**src/core/trp_pin_ctrl_map.vh**
```
// Register map, field positions, reset values and clock figures of the pin control block
`ifndef TRP_PIN_CTRL_MAP_VH
`define TRP_PIN_CTRL_MAP_VH

// ----------------------------------------------------------------------------
// Clock figures
// ----------------------------------------------------------------------------
// System clock of this logic, in kHz (20 ns period)
`define TRP_SYS_CLK_KHZ    50000
// Local oscillator reference, in kHz
`define TRP_LOCAL_OSC_KHZ  12800
// Multiplier from reference to device master clock
`define TRP_PLL_MULT       16
// Divider from device master clock to transceiver master clock
`define TRP_MCLK_DIV       100
// Device master clock in kHz (204800)
`define TRP_DEV_MCLK_KHZ   (`TRP_LOCAL_OSC_KHZ * `TRP_PLL_MULT)
// Transceiver master clock in kHz (2048)
`define TRP_XCVR_MCLK_KHZ  (`TRP_DEV_MCLK_KHZ / `TRP_MCLK_DIV)
// Phase accumulator step and wrap: two toggles per output period
`define TRP_ACC_INC        `TRP_XCVR_MCLK_KHZ
`define TRP_ACC_WRAP       (`TRP_SYS_CLK_KHZ / 2)
`define TRP_ACC_W          17

// ----------------------------------------------------------------------------
// Register offsets (byte addresses, one word each)
// ----------------------------------------------------------------------------
`define TRP_CTRL_BASE      8'h00
`define TRP_MODE_BASE      8'h20
`define TRP_STAT_OFS       8'h40
`define TRP_REG_STRIDE     4

// ----------------------------------------------------------------------------
// rx_clocking_ctrl_reg fields
// ----------------------------------------------------------------------------
`define TRP_CTRL_CLKSRC_BIT     0
`define TRP_CTRL_RECCLK_EN_BIT  1
`define TRP_CTRL_RECCLK_INV_BIT 2
`define TRP_CTRL_MP_EN_BIT      3
`define TRP_CTRL_MP_SRC_BIT     4
`define TRP_CTRL_MP_INV_BIT     5
`define TRP_CTRL_SER_EN_BIT     6
`define TRP_CTRL_W         7
`define TRP_CTRL_RST       7'h00

// ----------------------------------------------------------------------------
// xcvr_mode_ctrl_reg fields
// ----------------------------------------------------------------------------
`define TRP_MODE_W         2
`define TRP_MODE_RST       2'h0
// Upper mode bit clear means DS1 or E1
`define TRP_MODE_DS1E1_MSB 1'b0

// ----------------------------------------------------------------------------
// Status register fields (per transceiver, 4 bits each)
// ----------------------------------------------------------------------------
`define TRP_STAT_EXTCLK    0
`define TRP_STAT_SERACT    1
`define TRP_STAT_MPOUT     2
`define TRP_STAT_RCOUT     3
`define TRP_STAT_W         4

`endif

```
**src/core/trp_pin_ctrl.v**
```verilog
// Timing receiver output pin control: master clock select, clock, sync and data pins
//
// The register offsets and the APB register port were decided locally.
`timescale 1ns/1ps
`default_nettype none
`include "trp_pin_ctrl_map.vh"

module trp_pin_ctrl #(
  parameter NUM_XCVR = 2,
  parameter ADDR_W   = 8
) (
  input  wire                clk,
  input  wire                reset,
  // APB slave
  input  wire                psel,
  input  wire                penable,
  input  wire                pwrite,
  input  wire [ADDR_W-1:0]   paddr,
  input  wire [31:0]         pwdata,
  input  wire [3:0]          pstrb,
  output wire [31:0]         prdata,
  output wire                pready,
  output wire                pslverr,
  // Pins and receiver-side signals, one bit per transceiver
  input  wire [NUM_XCVR-1:0] ext_xcvr_master_clock_in,
  input  wire [NUM_XCVR-1:0] rx_recovered_clk,
  input  wire [NUM_XCVR-1:0] rx_frame_sync,
  input  wire [NUM_XCVR-1:0] rx_mframe_sync,
  input  wire [NUM_XCVR-1:0] rx_nrz_data,
  output wire [NUM_XCVR-1:0] xcvr_master_clk,
  output wire [NUM_XCVR-1:0] recovered_clock_out,
  output wire [NUM_XCVR-1:0] rx_multipurpose_out,
  output wire [NUM_XCVR-1:0] rx_serial_data_out,
  output wire [NUM_XCVR-1:0] rx_serial_data_out_oe_n
);

  // --------------------------------------------------------------------------
  // Constants
  // --------------------------------------------------------------------------
  localparam [`TRP_ACC_W-1:0] ACC_INC  = `TRP_ACC_INC;
  localparam [`TRP_ACC_W-1:0] ACC_WRAP = `TRP_ACC_WRAP;
  localparam                  CW       = `TRP_CTRL_W;
  localparam                  MW       = `TRP_MODE_W;
  localparam                  SW       = `TRP_STAT_W;

  // --------------------------------------------------------------------------
  // State
  // --------------------------------------------------------------------------
  reg [`TRP_ACC_W-1:0]  acc_ff;
  reg [`TRP_ACC_W-1:0]  nxt_acc;
  reg                   int_mclk_ff;
  reg                   nxt_int_mclk;

  reg [NUM_XCVR*CW-1:0] ctrl_ff;
  reg [NUM_XCVR*CW-1:0] nxt_ctrl;
  reg [NUM_XCVR*MW-1:0] mode_ff;
  reg [NUM_XCVR*MW-1:0] nxt_mode;

  reg [31:0]            prdata_ff;
  reg [31:0]            nxt_prdata;
  reg                   pready_ff;
  reg                   nxt_pready;
  reg                   pslverr_ff;
  reg                   nxt_pslverr;

  reg [NUM_XCVR-1:0]    mclk_ff;
  reg [NUM_XCVR-1:0]    nxt_mclk;
  reg [NUM_XCVR-1:0]    rclk_prev_ff;
  reg [NUM_XCVR-1:0]    rc_out_ff;
  reg [NUM_XCVR-1:0]    nxt_rc_out;
  reg [NUM_XCVR-1:0]    mp_out_ff;
  reg [NUM_XCVR-1:0]    nxt_mp_out;
  reg [NUM_XCVR-1:0]    ser_ff;
  reg [NUM_XCVR-1:0]    nxt_ser;
  reg [NUM_XCVR-1:0]    ser_oe_n_ff;
  reg [NUM_XCVR-1:0]    nxt_ser_oe_n;

  // Decode results
  reg                   hit_ctrl;
  reg                   hit_mode;
  reg                   hit_stat;
  reg [NUM_XCVR-1:0]    sel_xcvr;
  reg [31:0]            rd_word;
  reg [31:0]            stat_word;
  // One loop index per process, so no variable has two drivers
  integer               i_dec;
  integer               i_rd;
  integer               i_wr;
  integer               i_pin;
  integer               ofs;

  // --------------------------------------------------------------------------
  // Internal transceiver master clock
  // --------------------------------------------------------------------------
  // Fractional divider: the 204.8MHz/100 clock cannot be built at 50MHz
  // exactly, so edges land on the next system edge (20 ns of jitter).
  // The accumulator adds the output rate each cycle and toggles on every
  // wrap of half the system rate, so the long-term rate is exact.
  // Consumers that need a clean clock must retime it with a real PLL.
  always @* begin
    nxt_acc      = acc_ff + ACC_INC;
    nxt_int_mclk = int_mclk_ff;
    if (nxt_acc >= ACC_WRAP) begin
      nxt_acc      = nxt_acc - ACC_WRAP;
      nxt_int_mclk = ~int_mclk_ff;
    end
  end

  always @(posedge clk) begin
    if (reset) begin
      acc_ff      <= {`TRP_ACC_W{1'b0}};
      int_mclk_ff <= 1'b0;
    end else begin
      acc_ff      <= nxt_acc;
      int_mclk_ff <= nxt_int_mclk;
    end
  end

  // --------------------------------------------------------------------------
  // APB address decode
  // --------------------------------------------------------------------------
  // Only aligned word addresses hit; anything else answers with pslverr
  always @* begin
    hit_ctrl = 1'b0;
    hit_mode = 1'b0;
    hit_stat = 1'b0;
    sel_xcvr = {NUM_XCVR{1'b0}};
    ofs      = 0;
    // Control words first, one per transceiver
    for (i_dec = 0; i_dec < NUM_XCVR; i_dec = i_dec + 1) begin
      ofs = `TRP_CTRL_BASE + `TRP_REG_STRIDE * i_dec;
      if (paddr == ofs[ADDR_W-1:0]) begin
        hit_ctrl        = 1'b1;
        sel_xcvr[i_dec] = 1'b1;
      end
      // Mode words sit in their own bank above the control words
      ofs = `TRP_MODE_BASE + `TRP_REG_STRIDE * i_dec;
      if (paddr == ofs[ADDR_W-1:0]) begin
        hit_mode        = 1'b1;
        sel_xcvr[i_dec] = 1'b1;
      end
    end
    // Single status word shared by both transceivers
    ofs = `TRP_STAT_OFS;
    if (paddr == ofs[ADDR_W-1:0]) begin
      hit_stat = 1'b1;
    end
  end

  // --------------------------------------------------------------------------
  // Status word and read mux
  // --------------------------------------------------------------------------
  // Status shows the clock source control bit, the data pin drive enable and the sync and clock pin levels
  always @* begin
    stat_word = 32'h0000_0000;
    rd_word   = 32'h0000_0000;
    for (i_rd = 0; i_rd < NUM_XCVR; i_rd = i_rd + 1) begin
      // Status reflects registered pin values, not the next ones
      stat_word[i_rd*SW + `TRP_STAT_EXTCLK] = ctrl_ff[i_rd*CW + `TRP_CTRL_CLKSRC_BIT];
      stat_word[i_rd*SW + `TRP_STAT_SERACT] = ~ser_oe_n_ff[i_rd];
      stat_word[i_rd*SW + `TRP_STAT_MPOUT]  = mp_out_ff[i_rd];
      stat_word[i_rd*SW + `TRP_STAT_RCOUT]  = rc_out_ff[i_rd];
      // Unused upper bits read as zero
      if (sel_xcvr[i_rd] && hit_ctrl) begin
        rd_word[CW-1:0] = ctrl_ff[i_rd*CW +: CW];
      end
      if (sel_xcvr[i_rd] && hit_mode) begin
        rd_word[MW-1:0] = mode_ff[i_rd*MW +: MW];
      end
    end
    if (hit_stat) begin
      rd_word = stat_word;
    end
  end

  // --------------------------------------------------------------------------
  // APB handshake and register writes
  // --------------------------------------------------------------------------
  // Answer is prepared in the setup cycle so every bus output is a flop;
  // the cost is exactly one access cycle, never more.
  // Read data is zero outside the access cycle so stale words never leak.
  always @* begin
    nxt_pready  = 1'b0;
    nxt_pslverr = 1'b0;
    nxt_prdata  = 32'h0000_0000;
    nxt_ctrl    = ctrl_ff;
    nxt_mode    = mode_ff;
    if (psel && !penable) begin
      nxt_pready  = 1'b1;
      nxt_pslverr = ~(hit_ctrl | hit_mode | hit_stat);
      if (!pwrite) begin
        nxt_prdata = rd_word;
      end
    end
    // Write lands at the completing edge only; status is read-only
    // All fields live in the low byte, so only its strobe counts
    if (psel && penable && pready_ff && pwrite && pstrb[0]) begin
      for (i_wr = 0; i_wr < NUM_XCVR; i_wr = i_wr + 1) begin
        if (sel_xcvr[i_wr] && hit_ctrl) begin
          nxt_ctrl[i_wr*CW +: CW] = pwdata[CW-1:0];
        end
        if (sel_xcvr[i_wr] && hit_mode) begin
          nxt_mode[i_wr*MW +: MW] = pwdata[MW-1:0];
        end
      end
    end
  end

  always @(posedge clk) begin
    if (reset) begin
      pready_ff  <= 1'b0;
      pslverr_ff <= 1'b0;
      prdata_ff  <= 32'h0000_0000;
      ctrl_ff    <= {NUM_XCVR{`TRP_CTRL_RST}};
      mode_ff    <= {NUM_XCVR{`TRP_MODE_RST}};
    end else begin
      pready_ff  <= nxt_pready;
      pslverr_ff <= nxt_pslverr;
      prdata_ff  <= nxt_prdata;
      ctrl_ff    <= nxt_ctrl;
      mode_ff    <= nxt_mode;
    end
  end

  // --------------------------------------------------------------------------
  // Per-transceiver pin logic
  // --------------------------------------------------------------------------
  // All pin outputs move on the same system edge, one cycle after inputs.
  // Registering every pin costs one cycle of latency but keeps the pins
  // free of decode glitches while software rewrites a control word.
  always @* begin
    nxt_mclk     = mclk_ff;
    nxt_rc_out   = rc_out_ff;
    nxt_mp_out   = mp_out_ff;
    nxt_ser      = ser_ff;
    nxt_ser_oe_n = ser_oe_n_ff;
    for (i_pin = 0; i_pin < NUM_XCVR; i_pin = i_pin + 1) begin
      // Master clock source; external pin is not looked at when unselected.
      // The pin is sampled on the system clock, so an external clock must
      // stay well below half the system rate to pass through unaliased.
      if (ctrl_ff[i_pin*CW + `TRP_CTRL_CLKSRC_BIT]) begin
        nxt_mclk[i_pin] = ext_xcvr_master_clock_in[i_pin];
      end else begin
        nxt_mclk[i_pin] = int_mclk_ff;
      end

      // Recovered clock pin or static level; the invert bit only picks
      // the static level here, the running clock is never inverted
      if (ctrl_ff[i_pin*CW + `TRP_CTRL_RECCLK_EN_BIT]) begin
        nxt_rc_out[i_pin] = rx_recovered_clk[i_pin];
      end else begin
        nxt_rc_out[i_pin] = ctrl_ff[i_pin*CW + `TRP_CTRL_RECCLK_INV_BIT];
      end

      // Multipurpose pin: sync source, polarity from the invert bit
      if (ctrl_ff[i_pin*CW + `TRP_CTRL_MP_EN_BIT]) begin
        if (ctrl_ff[i_pin*CW + `TRP_CTRL_MP_SRC_BIT]) begin
          nxt_mp_out[i_pin] = rx_mframe_sync[i_pin] ^
                              ctrl_ff[i_pin*CW + `TRP_CTRL_MP_INV_BIT];
        end else begin
          nxt_mp_out[i_pin] = rx_frame_sync[i_pin] ^
                              ctrl_ff[i_pin*CW + `TRP_CTRL_MP_INV_BIT];
        end
      end else begin
        // Disabled pin doubles as a software-driven level
        nxt_mp_out[i_pin] = ctrl_ff[i_pin*CW + `TRP_CTRL_MP_INV_BIT];
      end

      // Serial data: forced low outside DS1/E1, tri-stated when disabled.
      // Mode is checked first so a non-framed mode never floats the pin.
      if (mode_ff[i_pin*MW + MW-1] != `TRP_MODE_DS1E1_MSB) begin
        nxt_ser[i_pin]      = 1'b0;
        nxt_ser_oe_n[i_pin] = 1'b0;
      end else if (!ctrl_ff[i_pin*CW + `TRP_CTRL_SER_EN_BIT]) begin
        nxt_ser[i_pin]      = 1'b0;
        nxt_ser_oe_n[i_pin] = 1'b1;
      end else begin
        nxt_ser_oe_n[i_pin] = 1'b0;
        // Rising edge of the receiver clock unless inverted, then falling;
        // data moves together with the clock pin, giving the consumer a
        // full half period of setup to the opposite edge
        if (ctrl_ff[i_pin*CW + `TRP_CTRL_RECCLK_INV_BIT] ?
            (rclk_prev_ff[i_pin] & ~rx_recovered_clk[i_pin]) :
            (~rclk_prev_ff[i_pin] & rx_recovered_clk[i_pin])) begin
          nxt_ser[i_pin] = rx_nrz_data[i_pin];
        end
      end
    end
  end

  always @(posedge clk) begin
    if (reset) begin
      mclk_ff      <= {NUM_XCVR{1'b0}};
      rclk_prev_ff <= {NUM_XCVR{1'b0}};
      rc_out_ff    <= {NUM_XCVR{1'b0}};
      mp_out_ff    <= {NUM_XCVR{1'b0}};
      ser_ff       <= {NUM_XCVR{1'b0}};
      ser_oe_n_ff  <= {NUM_XCVR{1'b1}};
    end else begin
      mclk_ff      <= nxt_mclk;
      rclk_prev_ff <= rx_recovered_clk;
      rc_out_ff    <= nxt_rc_out;
      mp_out_ff    <= nxt_mp_out;
      ser_ff       <= nxt_ser;
      ser_oe_n_ff  <= nxt_ser_oe_n;
    end
  end

  // --------------------------------------------------------------------------
  // Outputs
  // --------------------------------------------------------------------------
  assign prdata                  = prdata_ff;
  assign pready                  = pready_ff;
  assign pslverr                 = pslverr_ff;
  assign xcvr_master_clk         = mclk_ff;
  assign recovered_clock_out     = rc_out_ff;
  assign rx_multipurpose_out     = mp_out_ff;
  assign rx_serial_data_out      = ser_ff;
  assign rx_serial_data_out_oe_n = ser_oe_n_ff;

endmodule
`default_nettype wire

```
**config.mk**
```make
export PLATFORM = sky130hd
export DESIGN_NAME = trp_pin_ctrl
export DESIGN_NICKNAME = d
export VERILOG_FILES = /design/src/core/trp_pin_ctrl.v
export VERILOG_INCLUDE_DIRS = /design/src /design/src/core
export SDC_FILE = /design/constraint.sdc
export NUM_CORES = 1
export LEC_CHECK = 0
export ABC_AREA = 0
export BUFFER_PORTS_ARGS = -buffer_cell sky130_fd_sc_hd__clkbuf_2
export CORE_AREA = 3 3 86 88
export CTS_CLUSTER_DIAMETER = 30
export CTS_CLUSTER_SIZE = 24
export DETAILED_ROUTE_END_ITERATION = 8
export DIE_AREA = 0 0 89 91
export PLACE_DENSITY_LB_ADDON = 0.25
export SYNTH_ARGS = -nofsm -noshare
export SYNTH_HDL_FRONTEND = slang
export SYNTH_SLANG_ARGS = --single-unit
```
**constraint.sdc**
```tcl
create_clock -name clk -period 1.9 [get_ports clk]
set_input_delay 0.19 -clock clk [delete_from_list [all_inputs] [get_ports clk]]
set_output_delay 0.19 -clock clk [all_outputs]
set_load 0.05 [all_outputs]
```
After elaboration in Yosys (flattened, before gate mapping)
Index checks and enable logic that the tools add are counted.
{"block": "totals", "in_bits": 59, "output_inout_bits": 44, "ff_bits": 82, "elab_cells": 95}
{"block": "op_classes", "n_bitwise": 22, "add_sub_neg": 2, "order_cmp": 1, "n_reduce_logical": 20, "n_eq_ne": 4, "n_mux": 29}
{"operator": "$mux W1", "n": 23}
{"operator": "$mux W7", "n": 3}
{"operator": "$add A17 B12 Y17 const B", "n": 1}
{"operator": "$ge A17 B15 Y1 const B", "n": 1}
{"operator": "$mux W17", "n": 1}
{"operator": "$sub A17 B15 Y17 const B", "n": 1}
{"operator": "$eq A8 B6 Y1 const B", "n": 2}
{"operator": "$not A1 Y1", "n": 12}
{"operator": "$logic_and A1 B1 Y1", "n": 9}
{"operator": "$reduce_or A3 Y1", "n": 3}
{"operator": "$eq A8 B3 Y1 const B", "n": 1}
{"operator": "$eq A8 B7 Y1 const B", "n": 1}
{"operator": "$logic_not A8 Y1", "n": 1}
{"operator": "$reduce_and A2 Y1", "n": 4}
{"operator": "$and A1 B1 Y1", "n": 4}
{"operator": "$mux W2", "n": 2}
{"operator": "$reduce_or A4 Y1", "n": 1}
{"operator": "$xor A1 B1 Y1", "n": 4}
{"operator": "$or A1 B1 Y1", "n": 2}
{"operator": "$reduce_or A2 Y1", "n": 1}
{"operator": "$logic_not A1 Y1", "n": 1}

Logic depth before layout (Yosys ltp)
{"block": "depth", "word_depth": 9, "ltp_mapped": 8, "ltp_nobuf": 7}

Worst setup path after synthesis
Ideal clock, no wire load.
{"block": "synth_path", "path_kind": "flip-flop to flip-flop", "start": "register acc_ff[3]", "end": "register acc_ff[3]", "setup_ns": 0.123, "setup_slack_ns": -0.049, "path_buffers": 1, "t_required_ns": 1.777, "synth_period_minus_slack_ns": 1.949, "arrival_ns": 1.825, "path_stages_with_launch": 9, "path_cell_list": "dfxtp_1 inv_1 ha_1 nand2b_1 a21oi_1 or3_1 buf_2 a21oi_2 mux2_1"}
{"block": "synth_via", "elab_chain_cells": 3, "word_cells_on_any_way": 4, "cone_classes": "2 x add/sub; 1 x order compare; 1 x mux"}
{"item": "from (decl)", "line": "trp_pin_ctrl.v:49", "rtl": "reg [`TRP_ACC_W-1:0] acc_ff;"}
{"item": "from (signal assigned)", "line": "trp_pin_ctrl.v:111", "rtl": "acc_ff <= {`TRP_ACC_W{1'b0}};"}
{"item": "from (signal assigned)", "line": "trp_pin_ctrl.v:114", "rtl": "acc_ff <= nxt_acc;"}
{"item": "$add A17 B12 Y17 *", "line": "trp_pin_ctrl.v:101", "rtl": "nxt_acc = acc_ff + ACC_INC;"}
{"item": "$sub A17 B15 Y17 or $ge A17 B15 Y1 (tied branches)", "line": "trp_pin_ctrl.v:104, trp_pin_ctrl.v:103"}
{"item": "$mux W17 *", "line": "trp_pin_ctrl.v:103", "rtl": "if (nxt_acc >= ACC_WRAP) begin"}
Mark *: on every way between the ends. The rest lies on a longest branch, timed or not.
A chain may end at the register's enable or synchronous reset.

Worst setup path in the final report
{"block": "layout_path", "start": "register acc_ff[4]", "end": "register acc_ff[9]"}
Same word-level chain as after synthesis.

==> out/results.tsv <==
stage	metric	value	unit
outcome	outcome	finished clean	
yosys	synth_async_sr_flop_share	0	
finish	layout.area.seq	0.00111	mm2
floorplanning	num_rows	30	
timing	timing.fmax	544	MHz
worst_setup_path	worstSetupEndpointType	flop	
timing	rsz0062_at_grt	true	
clock_tree	root_buffer	clkbuf_8	
detailed_routing	top_layer	met4	
pwr	ir_drop	0.682	mV
yosys	synth_cell_types	62	
timing	setup_viol	0	
yosys	syn_area	0.00300	mm2
detailed_routing	wl_met3	400	um
finish	layout.nets	477	
worst_setup_path	cpPeakStageDelay	0.43	ns
worst_setup_path	start_kind	flop	
clock_tree	cts.clk_slew.worst_paths	0.11	ns
detailed_routing	dr.pass1.iters	5	
worst_setup_path	crit_chain	inv_2 > ha_4 > nand2b_4 > a21oi_2 > or3_4 > buf_6 > a2111oi_4 > a211o_1	
pwr	p_per_area	1080	mW/mm2
finish	fill_cells	639	
pwr	pwr-share-seq	0.374	
detailed_routing	drt_wl_total	6.96	mm
global_routing	grt_max_degree	29	
worst_setup_path	worstPathMaxFanout	4	
timing	min_period_over_period	0.968	
run	maxCapViolCount	0	
pwr	combPwrFrac	0.459	
pwr	cell_internal_pwr	2.44	mW
clock_tree	clk_latency	0.31	ns
detailed_routing	dr_wl_met2	3.13	mm
yosys	synth_top_area_frac	0.367	
placement	place.port_buffers	50	
global_routing	grt_use_total	0.166	
detailed_routing	vias_per_cell	5.33	
finish	multi_input_area	0.00179	mm2
detailed_routing	num_vias	2637	
detailed_routing	drt_iter0_drc	154	
floorplanning	initial_utilization	0.446	
yosys	synth_edf_count	0	
timing	fin_worst_skew	0.00804	ns
worst_setup_path	crit_required	2.16	ns
clock_tree	ctsHoldBuffers	0	
global_routing	grt_pass1_wl	10.8	mm
pwr	p_total	3.92	mW
yosys	syn_inst	340	
floorplanning	die_w	89	um
worst_setup_path	crit_family	simple AND/OR/NAND/NOR gates	
placement	dpl_cell_area	0.00338	mm2
pwr	clkPwrFrac	0.167	
global_routing	antenna_found_initial	0	
finish	diodes	0	
timing	finalMaxSlewViolations	0	
finish	post-route-util	0.542	
floorplanning	core	0.00672	mm2
yosys	ys_seq_area_frac	0.367	
floorplanning	dieArea	0.00810	mm2
finish	areaGrowthSynthToFinish	21.4	%
floorplanning	die_h	91	um
pwr	power_switching	1.48	mW
detailed_routing	drc	0	
global_routing	grt_pass1_vias	2286	
clock_tree	cts_tree	built	
clock_tree	htree_levels	2	
timing	hold_viol	0	
pwr	p_sw_frac	0.377	
yosys	ys.flop_type	dfxtp_1	
finish	layout_commonest_cell	dfxtp_1	
detailed_routing	detail-route-antenna-nets	0	
placement	dp_hpwl	5.04	mm
worst_setup_path	crit_type	reg -> reg	
yosys	synth.area.top_cells	dfxtp_1 37%, buf_4 6.5%, a21oi_1 4.2%	
timing	tns	0	ns
detailed_routing	wl_met1	3.37	mm
pwr	p_leak	1.48	nW
finish	layout-drive-gt1-share	0.328	
yosys	ys_ff_latch	55	
detailed_routing	drt-wirelength-per-cell	14.1	um
worst_setup_path	critPathSlowestCell	or3_4	
clock_tree	cts_made_buffers	5	
worst_setup_path	worstPathArrival	2.10	ns
yosys	avgSynthCellArea	8.82	um2
yosys	yosysWarnings	0	
clock_tree	cts_buffer_depth	2	
worst_setup_path	path_buf_inv	2	
timing	fin_crit	1.84	ns
global_routing	grt_overflow	0	
finish	final_cell_mix	51 x dfxtp_1, 50 x clkbuf_2, 34 x buf_4	
floorplanning	io-pin-count	103	
yosys	synth_top_area_cell	dfxtp_1	
finish	final_area	0.00364	mm2
placement	gp_congestion	0.826	
clock_tree	clock-sinks	55	
min_path	min_path_type	in -> reg	
[through the flow]
stage | hold WS [ns] | worst slack [ns] | instances
2_1_floorplan | 0.318 | -0.00519 | 363
3_3_place_gp | 0.446 | -0.0464 | 481
3_5_place_dp | 0.439 | -0.0867 | 481
4_1_cts | 0.109 | 0.0148 | 490
5_1_grt | 0.126 | -0.0308 | 495
6_report | 0.113 | 0.0612 | 495
[cell usage after synthesis, drive strengths merged, types with 3 or more instances]
master,number
xor2,4
o211ai,3
and2,3
o311ai,3
o21bai,3
nor2,31
nor3,10
nand2,28
a211oi,3
a22oi,3
a222oi,5
and3,3
mux2i,12
buf,34
clkbuf,8
nor2b,6
dfxtp,55
a21oi,26
mux2,6
nand2b,11
ha,4
inv,7
nor4b,6
nand3,26
o21ai,8
nand3b,3
[final timing paths]
check	from	cells past startpoint	slack, ns	end
max reg2reg	acc_ff[4]	8	0.06	acc_ff[9]
max	acc_ff[4]	8	0.06	acc_ff[9]
min	pwdata[4]	3	0.11	ctrl_ff[11]
min reg2reg	ctrl_ff[10]	2	0.49	ctrl_ff[10]
[worst register-to-register path: cells and delay by family, from the launching register on]
| kind | cells | cell delay [ns] |
|---|---|---|
| AND/OR/NAND/NOR | 2 | 0.55 |
| AO/OA/AOI/OAI | 3 | 0.53 |
| flip-flops | 1 | 0.34 |
| buffers and inverters | 2 | 0.24 |
| adder cells (fa/ha/maj) | 1 | 0.14 |
[state kept, by name (all words and copies together) (netlist names), 2 cells and up]
signal	cells
rclk_prev_ff	2
ctrl_ff	14
mode_ff	4
rx_serial_data_out_oe_n	2
xcvr_master_clk	2
rx_multipurpose_out	2
recovered_clock_out	2
prdata	8
acc_ff	14
rx_serial_data_out	2
[power groups by stage]
stage	Combinational (mW)	Sequential, mW	Clock [mW]
after floorplan	1.13	1.46	0
after global placement	1.49	1.44	0
after detailed placement	1.52	1.45	0
after CTS	1.58	1.44	0.672
after global routing	1.97	1.49	0.716
final	1.80	1.47	0.656
[final cells by class]
class                      count  area share
multi-input combinational    259       0.491
sequential                    55       0.305
timing repair buffer          86       0.145
tap                           80      0.0275
clock buffer                   5      0.0189
inverter                       7     0.00722
clock inverter                 3     0.00516
[layer usage]
| metal | GRT usage | up-vias |
|---|---|---|
| li1 | - | 1309 |
| met5 | 0 | - |
| met4 | 0.0409 | 0 |
| met2 | 0.251 | 71 |
| met1 | 0.240 | 1251 |
| met3 | 0.0354 | 6 |
[logic make-up (layout without fill, tap and decap cells)]
logic type	count (synthesis)	in the layout	synth area share
compound gates	68	68	0.173
xor+xnor	6	6	0.0175
fa+ha+maj	4	4	0.0167
buf+inv	49	101	0.105
flops	55	55	0.367
mux	18	18	0.0626
other cells	1	24	0.00125
simple gates	139	139	0.257
[what timing repair did]
| item | in CTS | in global routing |
|---|---|---|
| pin swaps | 4 | 6 |
| endpoints found under the setup margin | 11 | 14 |
| setup buffers | 2 | 5 |
| gates resized for setup | 12 | 19 |
No activity file was read; power rests on OpenSTA's default activity.
